<file path="src/pkg/rtac_defines.vh">
`ifndef RTAC_DEFINES_VH
`define RTAC_DEFINES_VH

// response flags byte
`define RTAC_FLAG_ERROR_BIT   0
`define RTAC_RSP_FLAGS_OK     8'h00
`define RTAC_RSP_FLAGS_ERR    8'h01

// error codes
`define RTAC_ERR_OPTION       8'h03
`define RTAC_ERR_GENERIC      8'h0F
`define RTAC_ERR_BLK_NA       8'h10
`define RTAC_ERR_BLK_LOCKED   8'h11
`define RTAC_ERR_BLK_NOCHG    8'h12
`define RTAC_ERR_BLK_PROG     8'h13
`define RTAC_ERR_BLK_LOCK     8'h14
`define RTAC_ERR_BLK_RDPROT   8'h15

// request flag bit positions (bit n of the byte = flag n+1)
`define RTAC_REQ_INVENTORY    2
`define RTAC_REQ_FAMILY       4
`define RTAC_REQ_SINGLE_SLOT  5

// command and crc
`define RTAC_CMD_INVENTORY    8'h01
`define RTAC_CRC_PRESET       16'hFFFF
`define RTAC_CRC_POLY         16'h8408
`define RTAC_CRC_RESIDUE      16'hF0B8

// slot numbering
`define RTAC_SLOT_BITS        4
`define RTAC_SLOT_LAST        4'hF
`define RTAC_MASK_MAX         8'h40

// apb register byte addresses
`define RTAC_ADDR_CTRL        12'h000
`define RTAC_ADDR_STATUS      12'h004
`define RTAC_ADDR_UID_LO      12'h008
`define RTAC_ADDR_UID_HI      12'h00C
`define RTAC_ADDR_ERRCODE     12'h010
`define RTAC_ADDR_COUNT       12'h014

`endif

</file>
<file path="src/hw/rtac_crc16.v">
`timescale 1ns/1ps
`default_nettype none
`include "rtac_defines.vh"

// byte-wide crc-16, lsb first, reflected polynomial
module rtac_crc16 (
  // clock and reset
  input  wire        pclk,
  input  wire        presetn,
  // control
  input  wire        init,
  input  wire        load,
  input  wire [7:0]  data,
  // result
  output wire [15:0] crc,
  output wire        residue_ok
);

  reg  [15:0] crc_q;
  reg  [15:0] nx;
  integer     i;

  always @* begin
    nx = crc_q ^ {8'h00, data};
    for (i = 0; i < 8; i = i + 1) begin
      if (nx[0]) begin
        nx = (nx >> 1) ^ `RTAC_CRC_POLY;
      end else begin
        nx = nx >> 1;
      end
    end
  end

  always @(posedge pclk or negedge presetn) begin
    if (!presetn) begin
      crc_q <= `RTAC_CRC_PRESET;
    end else if (init) begin
      crc_q <= `RTAC_CRC_PRESET;
    end else if (load) begin
      crc_q <= nx;
    end
  end

  assign crc        = ~crc_q;
  assign residue_ok = (crc_q == `RTAC_CRC_RESIDUE);

endmodule

`default_nettype wire

</file>
<file path="src/hw/rtac_responder.v">
`timescale 1ns/1ps
`default_nettype none
`include "rtac_defines.vh"

module rtac_responder #(
  parameter [63:0] UID_VALUE  = 64'h0123_4567_89AB_CDEF,
  parameter [7:0]  FAMILY_ID  = 8'h00,
  parameter [7:0]  DSFID      = 8'h00
) (
  // apb slave
  input  wire        pclk,
  input  wire        presetn,
  input  wire        psel,
  input  wire        penable,
  input  wire        pwrite,
  input  wire [11:0] paddr,
  input  wire [31:0] pwdata,
  output reg  [31:0] prdata,
  output wire        pready,
  output wire        pslverr,
  // received frame bytes and framing events
  input  wire        rx_sof,
  input  wire        rx_eof,
  input  wire        rx_valid,
  input  wire [7:0]  rx_data,
  // transmit frame
  output reg         tx_sof,
  output reg         tx_valid,
  output reg  [7:0]  tx_data,
  output reg         tx_eof,
  input  wire        tx_ready,
  // status
  output wire        anticoll_active
);

  localparam ST_IDLE = 3'd0;
  localparam ST_RX   = 3'd1;
  localparam ST_SLOT = 3'd2;
  localparam ST_SOF  = 3'd3;
  localparam ST_DATA = 3'd4;
  localparam ST_EOF  = 3'd5;
  localparam ST_WAIT = 3'd6;

  reg  [2:0]  st_q;
  reg  [4:0]  rx_cnt_q;
  reg  [7:0]  req_flags_q;
  reg  [7:0]  cmd_q;
  reg  [7:0]  afi_q;
  integer     b;
  reg  [7:0]  mask_len_q;
  reg  [63:0] mask_q;
  reg  [3:0]  slot_number_q;
  reg         single_slot_select_q;
  reg  [3:0]  tx_idx_q;
  reg  [7:0]  tx_buf_q [0:11];
  reg  [3:0]  tx_len_q;
  reg         tx_err_q;
  reg         enable_q;
  reg         err_req_q;
  reg  [7:0]  err_code_q;
  reg  [15:0] answer_cnt_q;
  reg         rx_crc_ok_q;

  wire [4:0]  mask_byte_idx;
  wire [3:0]  mask_bytes;
  wire [4:0]  hdr_len;
  wire [4:0]  frame_len;
  wire        family_id_present;
  wire [7:0]  slot_number_bits;
  wire [63:0] uid_store;
  wire        crc_init;
  wire        crc_load;
  wire [7:0]  crc_din;
  wire [15:0] crc_val;
  wire        crc_res_ok;
  wire        apb_wr;
  wire        apb_rd;
  wire        hit;
  wire        match;
  wire [7:0]  code_checked;
  reg  [63:0] cmp_mask;
  reg  [63:0] cmp_val;
  integer     k;

  assign uid_store         = UID_VALUE;
  assign family_id_present = req_flags_q[`RTAC_REQ_FAMILY];
  assign slot_number_bits  = single_slot_select_q ? 8'd0 : 8'd4;
  assign mask_bytes        = mask_len_q[6:3] + {3'd0, |mask_len_q[2:0]};
  assign hdr_len           = family_id_present ? 5'd4 : 5'd3;
  assign mask_byte_idx     = rx_cnt_q - hdr_len;
  assign frame_len         = hdr_len + {1'b0, mask_bytes} + 5'd2;

  // compare mask: slot number above mask bits
  always @* begin
    cmp_mask = 64'h0000_0000_0000_0000;
    cmp_val  = 64'h0000_0000_0000_0000;
    for (k = 0; k < 64; k = k + 1) begin
      if (k < mask_len_q) begin
        cmp_mask[k] = 1'b1;
        cmp_val[k]  = mask_q[k];
      end else if (k < mask_len_q + slot_number_bits) begin
        cmp_mask[k] = 1'b1;
        cmp_val[k]  = slot_number_q[k - mask_len_q];
      end
    end
  end

  assign match = ((uid_store & cmp_mask) == cmp_val);

  // receive crc over whole frame, transmit crc over buffer
  assign crc_init = (st_q == ST_IDLE && rx_sof) || (st_q == ST_SLOT && rx_sof)
                    || (st_q == ST_RX && rx_sof) || (st_q == ST_SOF);
  assign crc_load = (st_q == ST_RX && rx_valid)
                    || (st_q == ST_DATA && (tx_ready || !tx_valid)
                        && tx_idx_q < tx_len_q);
  assign crc_din  = (st_q == ST_RX) ? rx_data : tx_buf_q[tx_idx_q];

  rtac_crc16 u_crc (
    .pclk       (pclk),
    .presetn    (presetn),
    .init       (crc_init),
    .load       (crc_load),
    .data       (crc_din),
    .crc        (crc_val),
    .residue_ok (crc_res_ok)
  );

  // only defined codes pass; anything else becomes generic
  assign code_checked = (err_code_q == `RTAC_ERR_OPTION ||
                         err_code_q == `RTAC_ERR_GENERIC ||
                         (err_code_q >= `RTAC_ERR_BLK_NA &&
                          err_code_q <= `RTAC_ERR_BLK_RDPROT))
                        ? err_code_q : `RTAC_ERR_GENERIC;

  always @(posedge pclk or negedge presetn) begin
    if (!presetn) begin
      st_q                 <= ST_IDLE;
      rx_cnt_q             <= 5'd0;
      req_flags_q          <= 8'h00;
      cmd_q                <= 8'h00;
      afi_q                <= 8'h00;
      mask_len_q           <= 8'h00;
      mask_q               <= 64'h0000_0000_0000_0000;
      slot_number_q        <= 4'h0;
      single_slot_select_q <= 1'b0;
      tx_idx_q             <= 4'h0;
      tx_len_q             <= 4'h0;
      tx_err_q             <= 1'b0;
      tx_sof               <= 1'b0;
      tx_valid             <= 1'b0;
      tx_data              <= 8'h00;
      tx_eof               <= 1'b0;
      answer_cnt_q         <= 16'h0000;
      rx_crc_ok_q          <= 1'b0;
    end else begin
      tx_sof <= 1'b0;
      tx_eof <= 1'b0;
      case (st_q)
        ST_IDLE, ST_SLOT: begin
          if (rx_sof) begin
            st_q     <= ST_RX;
            rx_cnt_q <= 5'd0;
            mask_q   <= 64'h0000_0000_0000_0000;
          end else if (st_q == ST_SLOT && rx_eof) begin
            if (!single_slot_select_q &&
                slot_number_q != `RTAC_SLOT_LAST) begin
              slot_number_q <= slot_number_q + 4'h1;
              st_q          <= match_next(slot_number_q + 4'h1)
                               ? ST_SOF : ST_SLOT;
            end else begin
              st_q <= ST_IDLE;
            end
          end
        end
        ST_RX: begin
          if (rx_sof) begin
            rx_cnt_q <= 5'd0;
          end else if (rx_valid) begin
            if (rx_cnt_q != 5'd31) begin
              rx_cnt_q <= rx_cnt_q + 5'd1;
            end
            case (rx_cnt_q)
              5'd0: req_flags_q <= rx_data;
              5'd1: cmd_q       <= rx_data;
              default: begin
                if (family_id_present && rx_cnt_q == 5'd2) begin
                  afi_q <= rx_data;
                end else if (rx_cnt_q == hdr_len - 5'd1) begin
                  mask_len_q <= rx_data;
                end else if (rx_cnt_q >= hdr_len && mask_byte_idx < 5'd8
                             && mask_byte_idx[3:0] < mask_bytes) begin
                  mask_q[mask_byte_idx[2:0]*8 +: 8] <= rx_data;
                end
              end
            endcase
          end else if (rx_eof) begin
            rx_crc_ok_q <= crc_res_ok;
            slot_number_q        <= 4'h0;
            single_slot_select_q <= req_flags_q[`RTAC_REQ_SINGLE_SLOT];
            // malformed or bad-crc frames stay silent
            if (!crc_res_ok || !enable_q ||
                !req_flags_q[`RTAC_REQ_INVENTORY] ||
                cmd_q != `RTAC_CMD_INVENTORY ||
                mask_len_q > `RTAC_MASK_MAX ||
                rx_cnt_q != frame_len) begin
              st_q <= ST_IDLE;
            end else if (family_id_present && afi_q != FAMILY_ID) begin
              st_q <= ST_IDLE;
            end else begin
              st_q <= ST_WAIT;
            end
          end
        end
        ST_WAIT: begin
          // settle slot flag before first compare
          st_q <= match ? ST_SOF : ST_SLOT;
        end
        ST_SOF: begin
          tx_sof   <= 1'b1;
          tx_idx_q <= 4'h0;
          tx_err_q <= err_req_q;
          tx_len_q <= err_req_q ? 4'd2 : 4'd10;
          tx_buf_q[0] <= err_req_q ? `RTAC_RSP_FLAGS_ERR
                                   : `RTAC_RSP_FLAGS_OK;
          tx_buf_q[1] <= err_req_q ? code_checked : DSFID;
          for (b = 0; b < 8; b = b + 1) begin
            tx_buf_q[b+2] <= uid_store[b*8 +: 8];
          end
          st_q <= ST_DATA;
        end
        ST_DATA: begin
          tx_valid <= 1'b1;
          if (tx_ready || !tx_valid) begin
            if (tx_idx_q < tx_len_q) begin
              tx_data  <= tx_buf_q[tx_idx_q];
              tx_idx_q <= tx_idx_q + 4'h1;
            end else if (tx_idx_q == tx_len_q) begin
              tx_data  <= crc_val[7:0];
              tx_idx_q <= tx_idx_q + 4'h1;
            end else if (tx_idx_q == tx_len_q + 4'h1) begin
              tx_data  <= crc_val[15:8];
              tx_idx_q <= tx_idx_q + 4'h1;
            end else begin
              tx_valid     <= 1'b0;
              st_q         <= ST_EOF;
            end
          end
        end
        ST_EOF: begin
          tx_eof       <= 1'b1;
          answer_cnt_q <= answer_cnt_q + 16'h0001;
          st_q         <= tx_err_q ? ST_IDLE : ST_SLOT;
        end
        default: st_q <= ST_IDLE;
      endcase
    end
  end

  // compare for an upcoming slot number
  function match_next;
    input [3:0] sn;
    reg   [63:0] v;
    integer j;
    begin
      v = 64'h0000_0000_0000_0000;
      for (j = 0; j < 64; j = j + 1) begin
        if (j < mask_len_q) begin
          v[j] = mask_q[j];
        end else if (j < mask_len_q + slot_number_bits) begin
          v[j] = sn[j - mask_len_q];
        end
      end
      match_next = ((uid_store & cmp_mask) == v);
    end
  endfunction

  assign anticoll_active = (st_q != ST_IDLE) && (st_q != ST_RX);

  // apb registers
  assign apb_wr  = psel && penable && pwrite;
  assign apb_rd  = psel && !pwrite;
  assign pready  = 1'b1;
  assign hit     = (paddr == `RTAC_ADDR_CTRL) || (paddr == `RTAC_ADDR_STATUS)
                   || (paddr == `RTAC_ADDR_UID_LO)
                   || (paddr == `RTAC_ADDR_UID_HI)
                   || (paddr == `RTAC_ADDR_ERRCODE)
                   || (paddr == `RTAC_ADDR_COUNT);
  assign pslverr = psel && penable && !hit;

  always @(posedge pclk or negedge presetn) begin
    if (!presetn) begin
      enable_q   <= 1'b1;
      err_req_q  <= 1'b0;
      err_code_q <= `RTAC_ERR_GENERIC;
    end else if (apb_wr) begin
      if (paddr == `RTAC_ADDR_CTRL) begin
        enable_q  <= pwdata[0];
        err_req_q <= pwdata[1];
      end else if (paddr == `RTAC_ADDR_ERRCODE) begin
        err_code_q <= pwdata[7:0];
      end
    end
  end

  always @(posedge pclk or negedge presetn) begin
    if (!presetn) begin
      prdata <= 32'h0000_0000;
    end else if (apb_rd && !penable) begin
      case (paddr)
        `RTAC_ADDR_CTRL:    prdata <= {30'd0, err_req_q, enable_q};
        `RTAC_ADDR_STATUS:  prdata <= {20'd0, slot_number_q, 1'b0, st_q,
                                       2'd0, rx_crc_ok_q, anticoll_active};
        `RTAC_ADDR_UID_LO:  prdata <= uid_store[31:0];
        `RTAC_ADDR_UID_HI:  prdata <= uid_store[63:32];
        `RTAC_ADDR_ERRCODE: prdata <= {24'd0, code_checked};
        `RTAC_ADDR_COUNT:   prdata <= {16'd0, answer_cnt_q};
        default:            prdata <= 32'h0000_0000;
      endcase
    end
  end

endmodule

`default_nettype wire

</file>
<file path="config.mk">
export PLATFORM = sky130hd
export DESIGN_NAME = rtac_responder
export DESIGN_NICKNAME = d
export VERILOG_FILES = /design/src/hw/rtac_crc16.v /design/src/hw/rtac_responder.v
export VERILOG_INCLUDE_DIRS = /design/src /design/src/pkg
export SDC_FILE = /design/constraint.sdc
export NUM_CORES = 1
export LEC_CHECK = 0
export ABC_CLOCK_PERIOD_IN_PS = 4700
export BUFFER_PORTS_ARGS = -buffer_cell sky130_fd_sc_hd__buf_2
export CAP_MARGIN = 20
export CORE_AREA = 2 2 208 210
export CTS_BUF_LIST = sky130_fd_sc_hd__clkbuf_16
export DETAILED_ROUTE_END_ITERATION = 8
export DIE_AREA = 0 0 210 212
export GPL_TIMING_DRIVEN = 0
export PLACE_DENSITY = 0.51
export SYNTH_ARGS = -nofsm -noshare
export SYNTH_HDL_FRONTEND = slang
export SYNTH_SLANG_ARGS = --single-unit
</file>
<file path="constraint.sdc">
create_clock -name pclk -period 4.7 [get_ports pclk]
set_clock_uncertainty 0.05 [all_clocks]
set_input_delay 0.47 -clock pclk [delete_from_list [all_inputs] [get_ports pclk]]
set_output_delay 0.47 -clock pclk [all_outputs]
set_load 0.03 [all_outputs]
</file>
* Yosys cells after proc, flatten, opt, wreduce, memory -nomap -nowiden
Memory sizes are Yosys's and may differ from the RTL's.
Cells that the tools add are included.
** Word-level totals
- Word-level logic and storage cells :: 1334
- Output and inout bits :: 46
- Bits in registers :: 202
- Input bits :: 61
- Memory bits (writable) :: 96
- Memories kept :: 1
** Operators by class
- Bitwise logic cells :: 15
- Shift operators :: 2
- Reduce and logical (&&, ||, !) cells :: 70
- Order comparisons :: 199
- Muxes and demuxes :: 902
- Add/subtract/negate cells :: 76
- Equal/unequal tests :: 46
** Memory list
- tx_buf_q :: words 12, width 8, read ports 1, clocked after memory_dff 0, write ports 10, RTL line rtac_responder.v:55 : reg [7:0] tx_buf_q [0:11];
** Operators by type and width (count)
- 32-bit by 3-bit less-than comparator with 1-bit output, second input constant :: 64
- 6-bit by 32-bit less-than comparator with 1-bit output, first input constant :: 31
- 1-bit two-way mux :: 714
- 5-bit by 32-bit less-than comparator with 1-bit output, first input constant :: 16
- 64-bit two-way mux :: 7
- 6-bit by 8-bit subtractor with 9-bit output, first input constant :: 32
- 1-bit binary-select mux with 2-bit select :: 128
- 4-bit by 32-bit less-than comparator with 1-bit output, first input constant :: 8
- 6-bit by 8-bit less-than comparator with 1-bit output, first input constant :: 32
- 32-bit case mux with 6 select lines :: 1
- 16-bit two-way mux :: 10
- 5-bit by 8-bit subtractor with 9-bit output, first input constant :: 16
- 57-bit by 64-bit == test with 1-bit output :: 2
- 3-bit by 32-bit less-than comparator with 1-bit output, first input constant :: 4
- 5-bit by 8-bit less-than comparator with 1-bit output, first input constant :: 16
- 64-bit case mux with 2 select lines :: 1
- 4-bit by 8-bit subtractor with 9-bit output, first input constant :: 8
- 64-bit bitwise mux :: 1
- 1-bit by 32-bit less-than comparator with 1-bit output, first input constant :: 2
- 2-bit by 32-bit less-than comparator with 1-bit output, first input constant :: 2
- 4-bit by 8-bit less-than comparator with 1-bit output, first input constant :: 8
- 8-bit by 34-bit variable shift with 64-bit output, first input constant :: 1
- 8-bit by 34-bit variable part select with 64-bit output :: 1
- 8-bit two-way mux :: 6
- other kinds (75) :: 199

* Longest topological paths before layout
Gate-level depths: netlist of the first run.
- Depth in word-level cells :: 21
- Depth in mapped cells :: 17
- Depth with buffers taken out :: 16

* By module
A second synthesis of the first run with hierarchy kept.
** Unflattened totals
- Cells, all modules :: 1398
- Area, all modules :: 12564.6 sq um
** By module, submodules not included
- rtac_responder :: sequential area each 4455.5 sq um, area each 11456.0 sq um, cells each 1293, instances 1
- rtac_crc16 :: sequential area each 420.4 sq um, area each 1108.6 sq um, cells each 105, instances 1

* Least setup slack after synthesis of the first run
Ideal clock, no wire load.
- Path kind :: reg-to-reg
- Start point :: reg mask_len_q[1]
- End point :: reg st_q[1]
- Arrival :: 3.315 ns
- Library setup time :: 0.077 ns
- Path buffers :: 1
- Required time :: 4.573 ns
- Path slack :: 1.258 ns
- Clock period less this slack :: 3.442 ns
- Stages on the path, launching flop included :: 18
- Cell sequence :: dfrtp_1 clkbuf_1 clkinv_1 ha_1 nand2_1 ha_1 ha_1 inv_1 ha_1 inv_1 ha_1 fa_1 xor2_1 nor3_1 nand4_1 nor4_1 nor2_1 a21oi_1
** Between the ends
- Word-level cells in the longest chain between the ends :: 11
- Elaborated cells on any way between the ends :: 13
- Classes of those cells :: add/sub: 3; order compare: 1; eq/ne: 1; mux: 5; reduce/logical: 3
** RTL lines
- start, declared :: RTL line rtac_responder.v:50 : reg [7:0] mask_len_q;
- start signal, assigned :: RTL line rtac_responder.v:189 : mask_len_q <= rx_data;
- 3-bit OR reduction :: RTL line rtac_responder.v:88 : assign mask_bytes = mask_len_q[6:3] + {3'd0, |mask_len_q[2:0]};
- 4-bit by 1-bit adder with 4-bit output :: RTL line rtac_responder.v:88
- 3-bit by 4-bit adder with 5-bit output :: RTL line rtac_responder.v:91 : assign frame_len = hdr_len + {1'b0, mask_bytes} + 5'd2;
- 5-bit by 2-bit adder with 5-bit output :: RTL line rtac_responder.v:91
- 5-bit != test :: RTL line rtac_responder.v:205 : rx_cnt_q != frame_len) begin
- 1-bit logical OR * :: RTL line rtac_responder.v:201 : if (!crc_res_ok || !enable_q ||
- 3-bit two-way mux * :: RTL line rtac_responder.v:201
- 3-bit two-way mux * :: RTL line rtac_responder.v:196 : end else if (rx_eof) begin
- 3-bit two-way mux * :: RTL line rtac_responder.v:178 : end else if (rx_valid) begin
- 3-bit two-way mux * :: RTL line rtac_responder.v:176 : if (rx_sof) begin
- 3-bit case mux with 6 select lines * :: RTL line rtac_responder.v:158 : case (st_q)
- end signal, assigned :: RTL line rtac_responder.v:168 : st_q <= match_next(slot_number_q + 4'h1)
- end signal, assigned :: RTL line rtac_responder.v:216 : st_q <= match ? ST_SOF : ST_SLOT;
- end signal, assigned :: RTL line rtac_responder.v:252 : st_q <= tx_err_q ? ST_IDLE : ST_SLOT;
- end, declared :: RTL line rtac_responder.v:44 : reg [2:0] st_q;
Mark *: on every way between the ends. The rest lies on a longest branch, timed or not. The select of a mux whose other input is x is not followed.
A chain may end at the register's enable or synchronous reset.

* Worst setup path in the final report of the first run
Ends and elaborated chain as after synthesis.

==> summary.md, run 1 <==
| Metric | Value |
|---|---|
| YS warnings | `0` |
| Synth async-reset ratio | `95.31%` |
| Detailed Route Iter0 Violations | `~920` |
| P per Cell Area | `516.3 nW/um^2` |
| Clock Sinks | `between 150 and 200` |
| Mean Syn Cell Area | `9.046 um^2` |
| Final worst path period share | `between 90 and 100%` |
| CP cell instances | `clkbuf_1 -> clkinv_1 -> ha_1 -> nand2_1 -> ha_1 -> ha_1 -> xor2_1 -> ha_1 -> fa_1 -> xor2_1 -> nor3_1 -> nand4_1 -> nor4_4 -> nor2_1 -> a21oi_1` |
| Sequential-to-total area share from yosys stat | `40.16%` |
| Antenna Cells | `0` |
| Largest net degree at the start of global routing | `around 100` |
| Total wire length | `44.85 mm` |
| IO Port Bufs | `71` |
| Initial antenna violation count | `0` |
| RSZ-0062 raised after global routing | `false` |
| Vias in the first global route | `~11,000` |
| Reg-to-reg setup timing slack | `0.15 ns` |
| Vias per cell | `~5.6` |
| Via count | `11,200` |
| # hold bufs at CTS | `0` |
| Worst setup margin | `around 0.15 ns` |
| Die area | `44,520 um^2` |
| Overall Power | `7.165 mW` |
| Root Buffer | `clkbuf_16` |
| Max_slew headroom | `21.49%` |
| Depth of the CTS H-tree | `4` |
| Chip width | `around 210 um` |
| DRC | `0` |
| Initial core utilization | `between 20 and 30%` |
| Max Freq | `0.2200 GHz` |
| Slowest cell on crit path | `fa_1` |
| First-pass GRT wire length | `68.58 mm` |
| Synth Area in Adders | `3.669%` |
| Status | `completed` |
| Cell area after layout | `13,880 um^2` |
| Max cap viols | `0` |
| Hold crit path type | `input pin to async pin` |
| Mux share of post-synthesis cell area | `5.503%` |
| Reg2reg start | `mask_len_q[1]` |
| Post-CTS setup buffer count | `0` |
| NumNets Final | `1,536` |
| Mapped Area | `between 10,000 and 15,000 um^2` |
| Min cycle time layout | `4.546 ns` |
| XOR/XNOR share of the synthesized area | `4.401%` |
| Post-CTS Resized | `1` |
| CP Max Fanout | `10` |
| Final slew viol count | `0` |
| Ports | `107` |
| Num CTS Buffers | `17` |
| Post-synth EDFFs | `9` |
| GRT Util Overall | `20.25%` |
| RR Endpoint | `st_q[1]` |
| Area occupied by multi-input gates | `6720 um^2` |
| FF/Latch Area | `4876 um^2` |
| Final-layout fill cell count | `4,432` |
| Worst skew pair latency | `0.44 ns` |
| Placer Congestion | `0.9897` |
| Routed wire length per instance | `22.40 um` |
| Worst-margin pin slew | `1.167 ns` |
| Main combinational cell family by area after synthesis | `compound AO/OA/AOI/OAI gates` |
| Simple-Gate Fraction of Synth Area | `18.16%` |
| Flops & latches, synth | `192` |
| Unique masters post-synth | `around 80` |
| Worst-case clock buffer depth | `2` |
| Peak supply drop | `between 0.2 and 0.3 mV` |
| Placed Area | `13,250 um^2` |
| Synth Flop Type | `dfrtp_1` |
| Post-Place Setup Slack | `-0.1247 ns` |
| Req. time, crit path | `5.01 ns` |
| Most used cell, CP | `ha_1` |
| Core ar. | `~43,000 um^2` |
| Critical path class | `register to register` |
| Critical path arrival | `4.86 ns` |
| Antenna Nets Post-Route | `0` |
| Gr ovfl total | `0` |
| CP endpoint kind | `register` |
| FP Rows | `76` |
| Area Growth Syn to Fin | `14.29%` |
| Reg2Reg Depth | `15` |
| CP Launch Type | `register` |
| Post-Syn Instances | `1,342` |
| Clock transition at the registers of the reported paths | `0.07 ns` |
| Layout cells sized above 1 | `14.77%` |
| Chip Height | `212 um` |
| Total leakage power | `5.836 nW` |
| Final setup vio count | `0` |
| Detailed Place HPWL | `34.39 mm` |
| Iteration count of the initial detailed-routing pass | `5` |
| Synth Area in Compound Gates | `a little under a quarter` |
| CTS tree | `yes` |
| Hold Fails Final Rpt | `0` |
| CP max stage delay | `0.50 ns` |
[worst max path at each step]
stage / slack, ns / start / to
2_1_floorplan: 1.26 / mask_len_q[1] / st_q[1]
3_3_place_gp: -0.14 / mask_len_q[1] / st_q[2]
3_5_place_dp: -0.12 / mask_len_q[1] / st_q[1]
4_1_cts: 0.09 / mask_len_q[1] / st_q[1]
5_1_grt: 0.04 / mask_len_q[1] / st_q[1]
6_report: 0.15 / mask_len_q[1] / st_q[1]
[logic make-up (layout without fill, tap and decap cells)]
| family | count (synthesis) | count (layout) |
|---|---|---|
| AO/OA/AOI/OAI | 407 | 407 |
| XOR/XNOR | 61 | 61 |
| adder cells (fa/ha/maj) | 35 | 35 |
| buffers and inverters | 142 | 246 |
| flip-flops | 192 | 192 |
| multiplexers | 57 | 57 |
| other | 2 | 12 |
| AND/OR/NAND/NOR | 446 | 446 |
[cell usage in the layout, fill, tap and decap left out, types with 17 or more instances in the layout]
cell / netlist / layout
nor3_1: 32 / 32
xnor2_1: 29 / 29
buf_2: 3 / 73
a21oi_1: 71 / 71
nand3_1: 41 / 41
nor2b_1: 27 / 27
o22a_1: 17 / 17
nor2_1: 98 / 95
dfrtp_1: 162 / 162
ha_1: 30 / 30
o21ai_0: 92 / 92
inv_1: 39 / 39
nand4_1: 19 / 19
dfstp_2: 21 / 21
a31oi_1: 23 / 23
clkbuf_16: 0 / 18
a22o_1: 62 / 62
xor2_1: 32 / 32
clkbuf_1: 71 / 71
mux2_2: 38 / 38
nand2_1: 132 / 132
[critical path: cells and delay by family (launching register included)]
family          cells  cell delay (ns)
flops               1             0.40
compound gates      1             0.16
simple gates        5             0.99
buf+inv             2             0.76
fa+ha+maj           5             1.67
xor+xnor            2             0.43
[registers in the layout, indices dropped and copies added, names as in the netlist, 4 cells and up]
signal,cells
afi_q,8
answer_cnt_q,16
cmd_q,8
err_code_q,8
mask_len_q,8
mask_q,64
prdata,18
rx_cnt_q,5
slot_number_q,4
tx_buf_q,9
tx_data,8
tx_idx_q,4
u_crc.crc_q,16
[area by class of cell]
cell class	instances	area share, %
timing repair buffer	72	2.831
tap	546	4.923
multi-input combinational	1018	48.43
clock buffer	18	3.246
sequential	192	35.14
inverter	42	1.136
clock inverter	14	1.046
buffer	100	3.246
[synthesized netlist by cell type, drive strengths merged, types with 12 or more instances]
master / n / share of area [%]
nor4: 16 / 0.93
dfrtp: 162 / 33
o31ai: 13 / 0.85
ha: 30 / 3.1
mux2: 38 / 3.5
nand3: 41 / 1.7
inv: 39 / 1.2
buf: 29 / 1.5
clkbuf: 71 / 2.2
and3: 14 / 0.72
nand2: 132 / 4.1
and2: 13 / 0.67
a21oi: 71 / 2.9
o22a: 17 / 1.2
nor2: 98 / 3.0
a22o: 62 / 4.5
nand4: 19 / 0.98
dfstp: 21 / 4.5
o21ai: 103 / 4.2
a221oi: 12 / 0.87
a31oi: 23 / 1.2
xor2: 32 / 2.3
mux2i: 15 / 1.2
xnor2: 29 / 2.1
nor3: 33 / 1.4
nor2b: 27 / 1.4
[power by group]
part	leakage [nW]	internal (mW)	total, mW	switching, mW
registers	2.47	1.93	2.13	0.206
clock network	0.285	0.780	1.48	0.696
logic	3.09	1.24	3.56	2.32
[routing by layer]
metal / GRT usage (%) / routed length (um) / up-vias
li1: - / - / 5159
met1: 27.36 / 20220 / 5527
met2: 32.40 / 20400 / 416
met3: 3.309 / 2645 / 98
met4: 8.119 / 1576 / 0
met5: 0 / 0 / -
[per-stage QoR]
step	TNS, ns	std cells	hold slack (ns)	utilization [%]
floorplan	0	1352	0.1244	-
global placement	-0.7297	1969	0.4131	31.09
detailed placement	-0.2369	1970	0.4104	31.18
CTS	0	2002	0.05336	32.60
global route	0	2002	0.08193	32.64
finish	0	2002	0.02194	32.64
Note: power is estimated with default switching activity, not from simulation.
==> inputs of run 2 (changes only) <==
--- a/config.mk
+++ b/config.mk
@@ -9,12 +9,14 @@
 export ABC_CLOCK_PERIOD_IN_PS = 4700
 export BUFFER_PORTS_ARGS = -buffer_cell sky130_fd_sc_hd__buf_2
 export CAP_MARGIN = 20
+export CELL_PAD_IN_SITES_DETAIL_PLACEMENT = 1
+export CELL_PAD_IN_SITES_GLOBAL_PLACEMENT = 1
 export CORE_AREA = 2 2 208 210
 export CTS_BUF_LIST = sky130_fd_sc_hd__clkbuf_16
 export DETAILED_ROUTE_END_ITERATION = 8
 export DIE_AREA = 0 0 210 212
 export GPL_TIMING_DRIVEN = 0
-export PLACE_DENSITY = 0.51
+export PLACE_DENSITY = 0.61
 export SYNTH_ARGS = -nofsm -noshare
 export SYNTH_HDL_FRONTEND = slang
 export SYNTH_SLANG_ARGS = --single-unit
==> run 2 against run 1 <==
Net effect: register-to-register slack worse by 0.02 ns; fmax is 0.34% lower; combinational power up 2%; via count up 1.3%; largest cell class unchanged; first-iteration DRC count decreased by 18%; count of clock-buffer cells in the layout down 1; largest power group unchanged; hold slack better by 0.15 ns; critical path depth decreased by 6; final cell count grew 0.20%; setup slack worse by 0.016 ns.
==> summary.md, run 2 (synthesized netlist as in run 1, its figures left out) <==
| Metric | Value |
|---|---|
| Clock Sinks | `192 (unchanged)` |
| Largest net degree at the start of global routing | `120 (+15%)` |
| Final slew viol count | `0 (unchanged)` |
| Ports | `107 (unchanged)` |
| Vias in the first global route | `11,690 (+7.3%)` |
| Antenna Nets Post-Route | `0 (unchanged)` |
| Status | `completed` |
| Chip Height | `212 um (unchanged)` |
| Worst skew pair latency | `0.48 ns (+0.04 ns)` |
| Min cycle time layout | `4.561 ns (+0.01560 ns)` |
| Most common cell after layout, fill and taps aside | `dfrtp_1` |
| Max_slew headroom | `23.30% (+1.8 points)` |
| Detailed Place HPWL | `37.42 mm (+8.8%)` |
| DRC | `0 (unchanged)` |
| Post-Layout Cell Count | `2,006 (+0.20%)` |
| Iteration count of the initial detailed-routing pass | `6 (+1)` |
| Placed Area | `13,260 um^2 (about the same)` |
| Area Growth Syn to Fin | `14.50%` |
| Registers with the most flip-flops | `mask_q: 64 flops, prdata: 18 flops` |
| CP Max Fanout | `10 (unchanged)` |
| Placer Congestion | `0.9534 (-3.7%)` |
| Hold crit path type | `input pin to register` |
| Overall Power | `7.281 mW (+1.6%)` |
| Worst-case clock buffer depth | `2 (unchanged)` |
| Placed cell count | `1,971 (+0.051%)` |
| Hold Fails Final Rpt | `0 (unchanged)` |
| Req. time, crit path | `5.03 ns (+0.02 ns)` |
| NumNets Final | `1,539 (+0.20%)` |
| Critical path class | `register to register` |
| Max Freq | `0.2192 GHz (-0.34%)` |
| GRT Util Overall | `22.32% (+2.1 points)` |
| Critical path arrival | `4.89 ns (+0.03 ns)` |
| Core ar. | `42,510 um^2 (unchanged)` |
| RSZ-0062 raised after global routing | `false` |
| Layout cells sized above 1 | `14.80% (+0.038 points)` |
| Largest register FFs | `64 (unchanged)` |
| Die area | `44,520 um^2 (unchanged)` |
| IO Port Bufs | `71 (unchanged)` |
| Leading cell types in the layout, fill and taps excluded | `162 x dfrtp_1, 132 x nand2_1, 98 x nor2_1` |
| Clock transition at the registers of the reported paths | `0.09 ns (+0.02 ns)` |
| Total leakage power | `5.852 nW (+0.27%)` |
| CP endpoint kind | `register` |
| CP Launch Type | `register` |
| Max cap viols | `0 (unchanged)` |
| First-pass GRT wire length | `74.72 mm (+9.0%)` |
| Largest Register | `mask_q` |
| Num CTS Buffers | `17 (unchanged)` |
| P per Cell Area | `523.8 nW/um^2 (+1.4%)` |
| CTS tree | `yes` |
| Routed wire length per instance | `24.39 um (+8.9%)` |
| FP Rows | `76 (unchanged)` |
| Vias per cell | `5.655 (+1.1%)` |
| Final worst path period share | `97.05% (+0.33 points)` |
| Gr ovfl total | `0 (unchanged)` |
| Initial antenna violation count | `7 (+7)` |
| Detailed Route Iter0 Violations | `758 (-18%)` |
| Total wire length | `48.92 mm (+9.1%)` |
| Root Buffer | `clkbuf_16` |
| Initial core utilization | `28.56% (unchanged)` |
| Setup TNS | `0 ns (unchanged)` |
| Worst-margin pin slew | `1.143 ns (-0.02408 ns)` |
| Peak supply drop | `0.2446 mV (-15%)` |
| Final-layout fill cell count | `4,948 (+12%)` |
| Chip width | `210 um (unchanged)` |
| Via count | `11,340 (+1.3%)` |
| Depth of the CTS H-tree | `4 (unchanged)` |
| Final setup vio count | `0 (unchanged)` |
| Cell area after layout | `13,900 um^2 (+0.18%)` |
-- run 2: area by class of cell --
cell class                 count  area (um^2)  area share (%)
antenna                        1        2.502         0.01800
inverter                      42        161.4           1.161
multi-input combinational   1018         6704           48.23
buffer                       100        451.7           3.249
clock buffer                  17        425.4           3.060
sequential                   192         4876           35.08
timing repair buffer          75        412.9           2.970
clock inverter                15        183.9           1.323
tap                          546        683.2           4.915
-- run 2: stage by stage --
step,utilization [%],hold slack [ns],worst slack [ns]
floorplan,-,0.1244,1.258
global route,32.70,0.1701,0.03791
global placement,31.09,0.4112,-0.1492
finish,32.70,0.1703,0.1388
detailed placement,31.19,0.4122,-0.1083
CTS,32.67,0.1522,0.03817
-- run 2: path summary, 6_finish.rpt --
kind,to,cells after the start,startpoint,slack [ns]
max in group asynchronous,answer_cnt_q[11],3,presetn,3.08
min in group asynchronous,mask_q[27],2,presetn,0.52
min,err_req_q,3,pwdata[1],0.17
max,st_q[0],9,mask_len_q[7],0.14
max reg2reg,st_q[0],9,mask_len_q[7],0.14
min reg2reg,tx_data[1],2,tx_data[1],0.43
-- run 2: routing by layer --
metal  global-route usage [%]  share of wire [%]  vias up  wire length [um]
met5                        0               0.16        -                77
met4                    8.046                2.9       12              1443
met3                    3.973                4.8       91              2334
met2                    37.14                 47      323             23190
met1                    29.12                 45     5785             21870
li1                         -                  -     5133                 -
-- run 2: report_power, final --
group,internal [mW],switching [mW],leakage (nW)
Sequential,1.92,0.215,2.47
Clock,0.724,0.786,0.289
Combinational,1.24,2.39,3.10
Total,3.89,3.39,5.85
-- run 2: repair_timing --
action                                 CTS  global route
setup endpoints to repair               60            66
hold buffers                             1             0
endpoints found under the hold margin   64             0
setup buffers                            0             0
pin swaps                                0             0
gates resized for setup                  2             3
-- run 2: critical path: stages (launching register included) --
cell and delay, ns:
dfrtp_1 0.49, clkbuf_1 0.41, nor2_1 0.43, clkbuf_1 0.62
o21ai_0 0.40, a2111oi_0 0.64, nand4_1 0.40, or4_1 0.57
a221o_1 0.29, o31ai_2 0.18
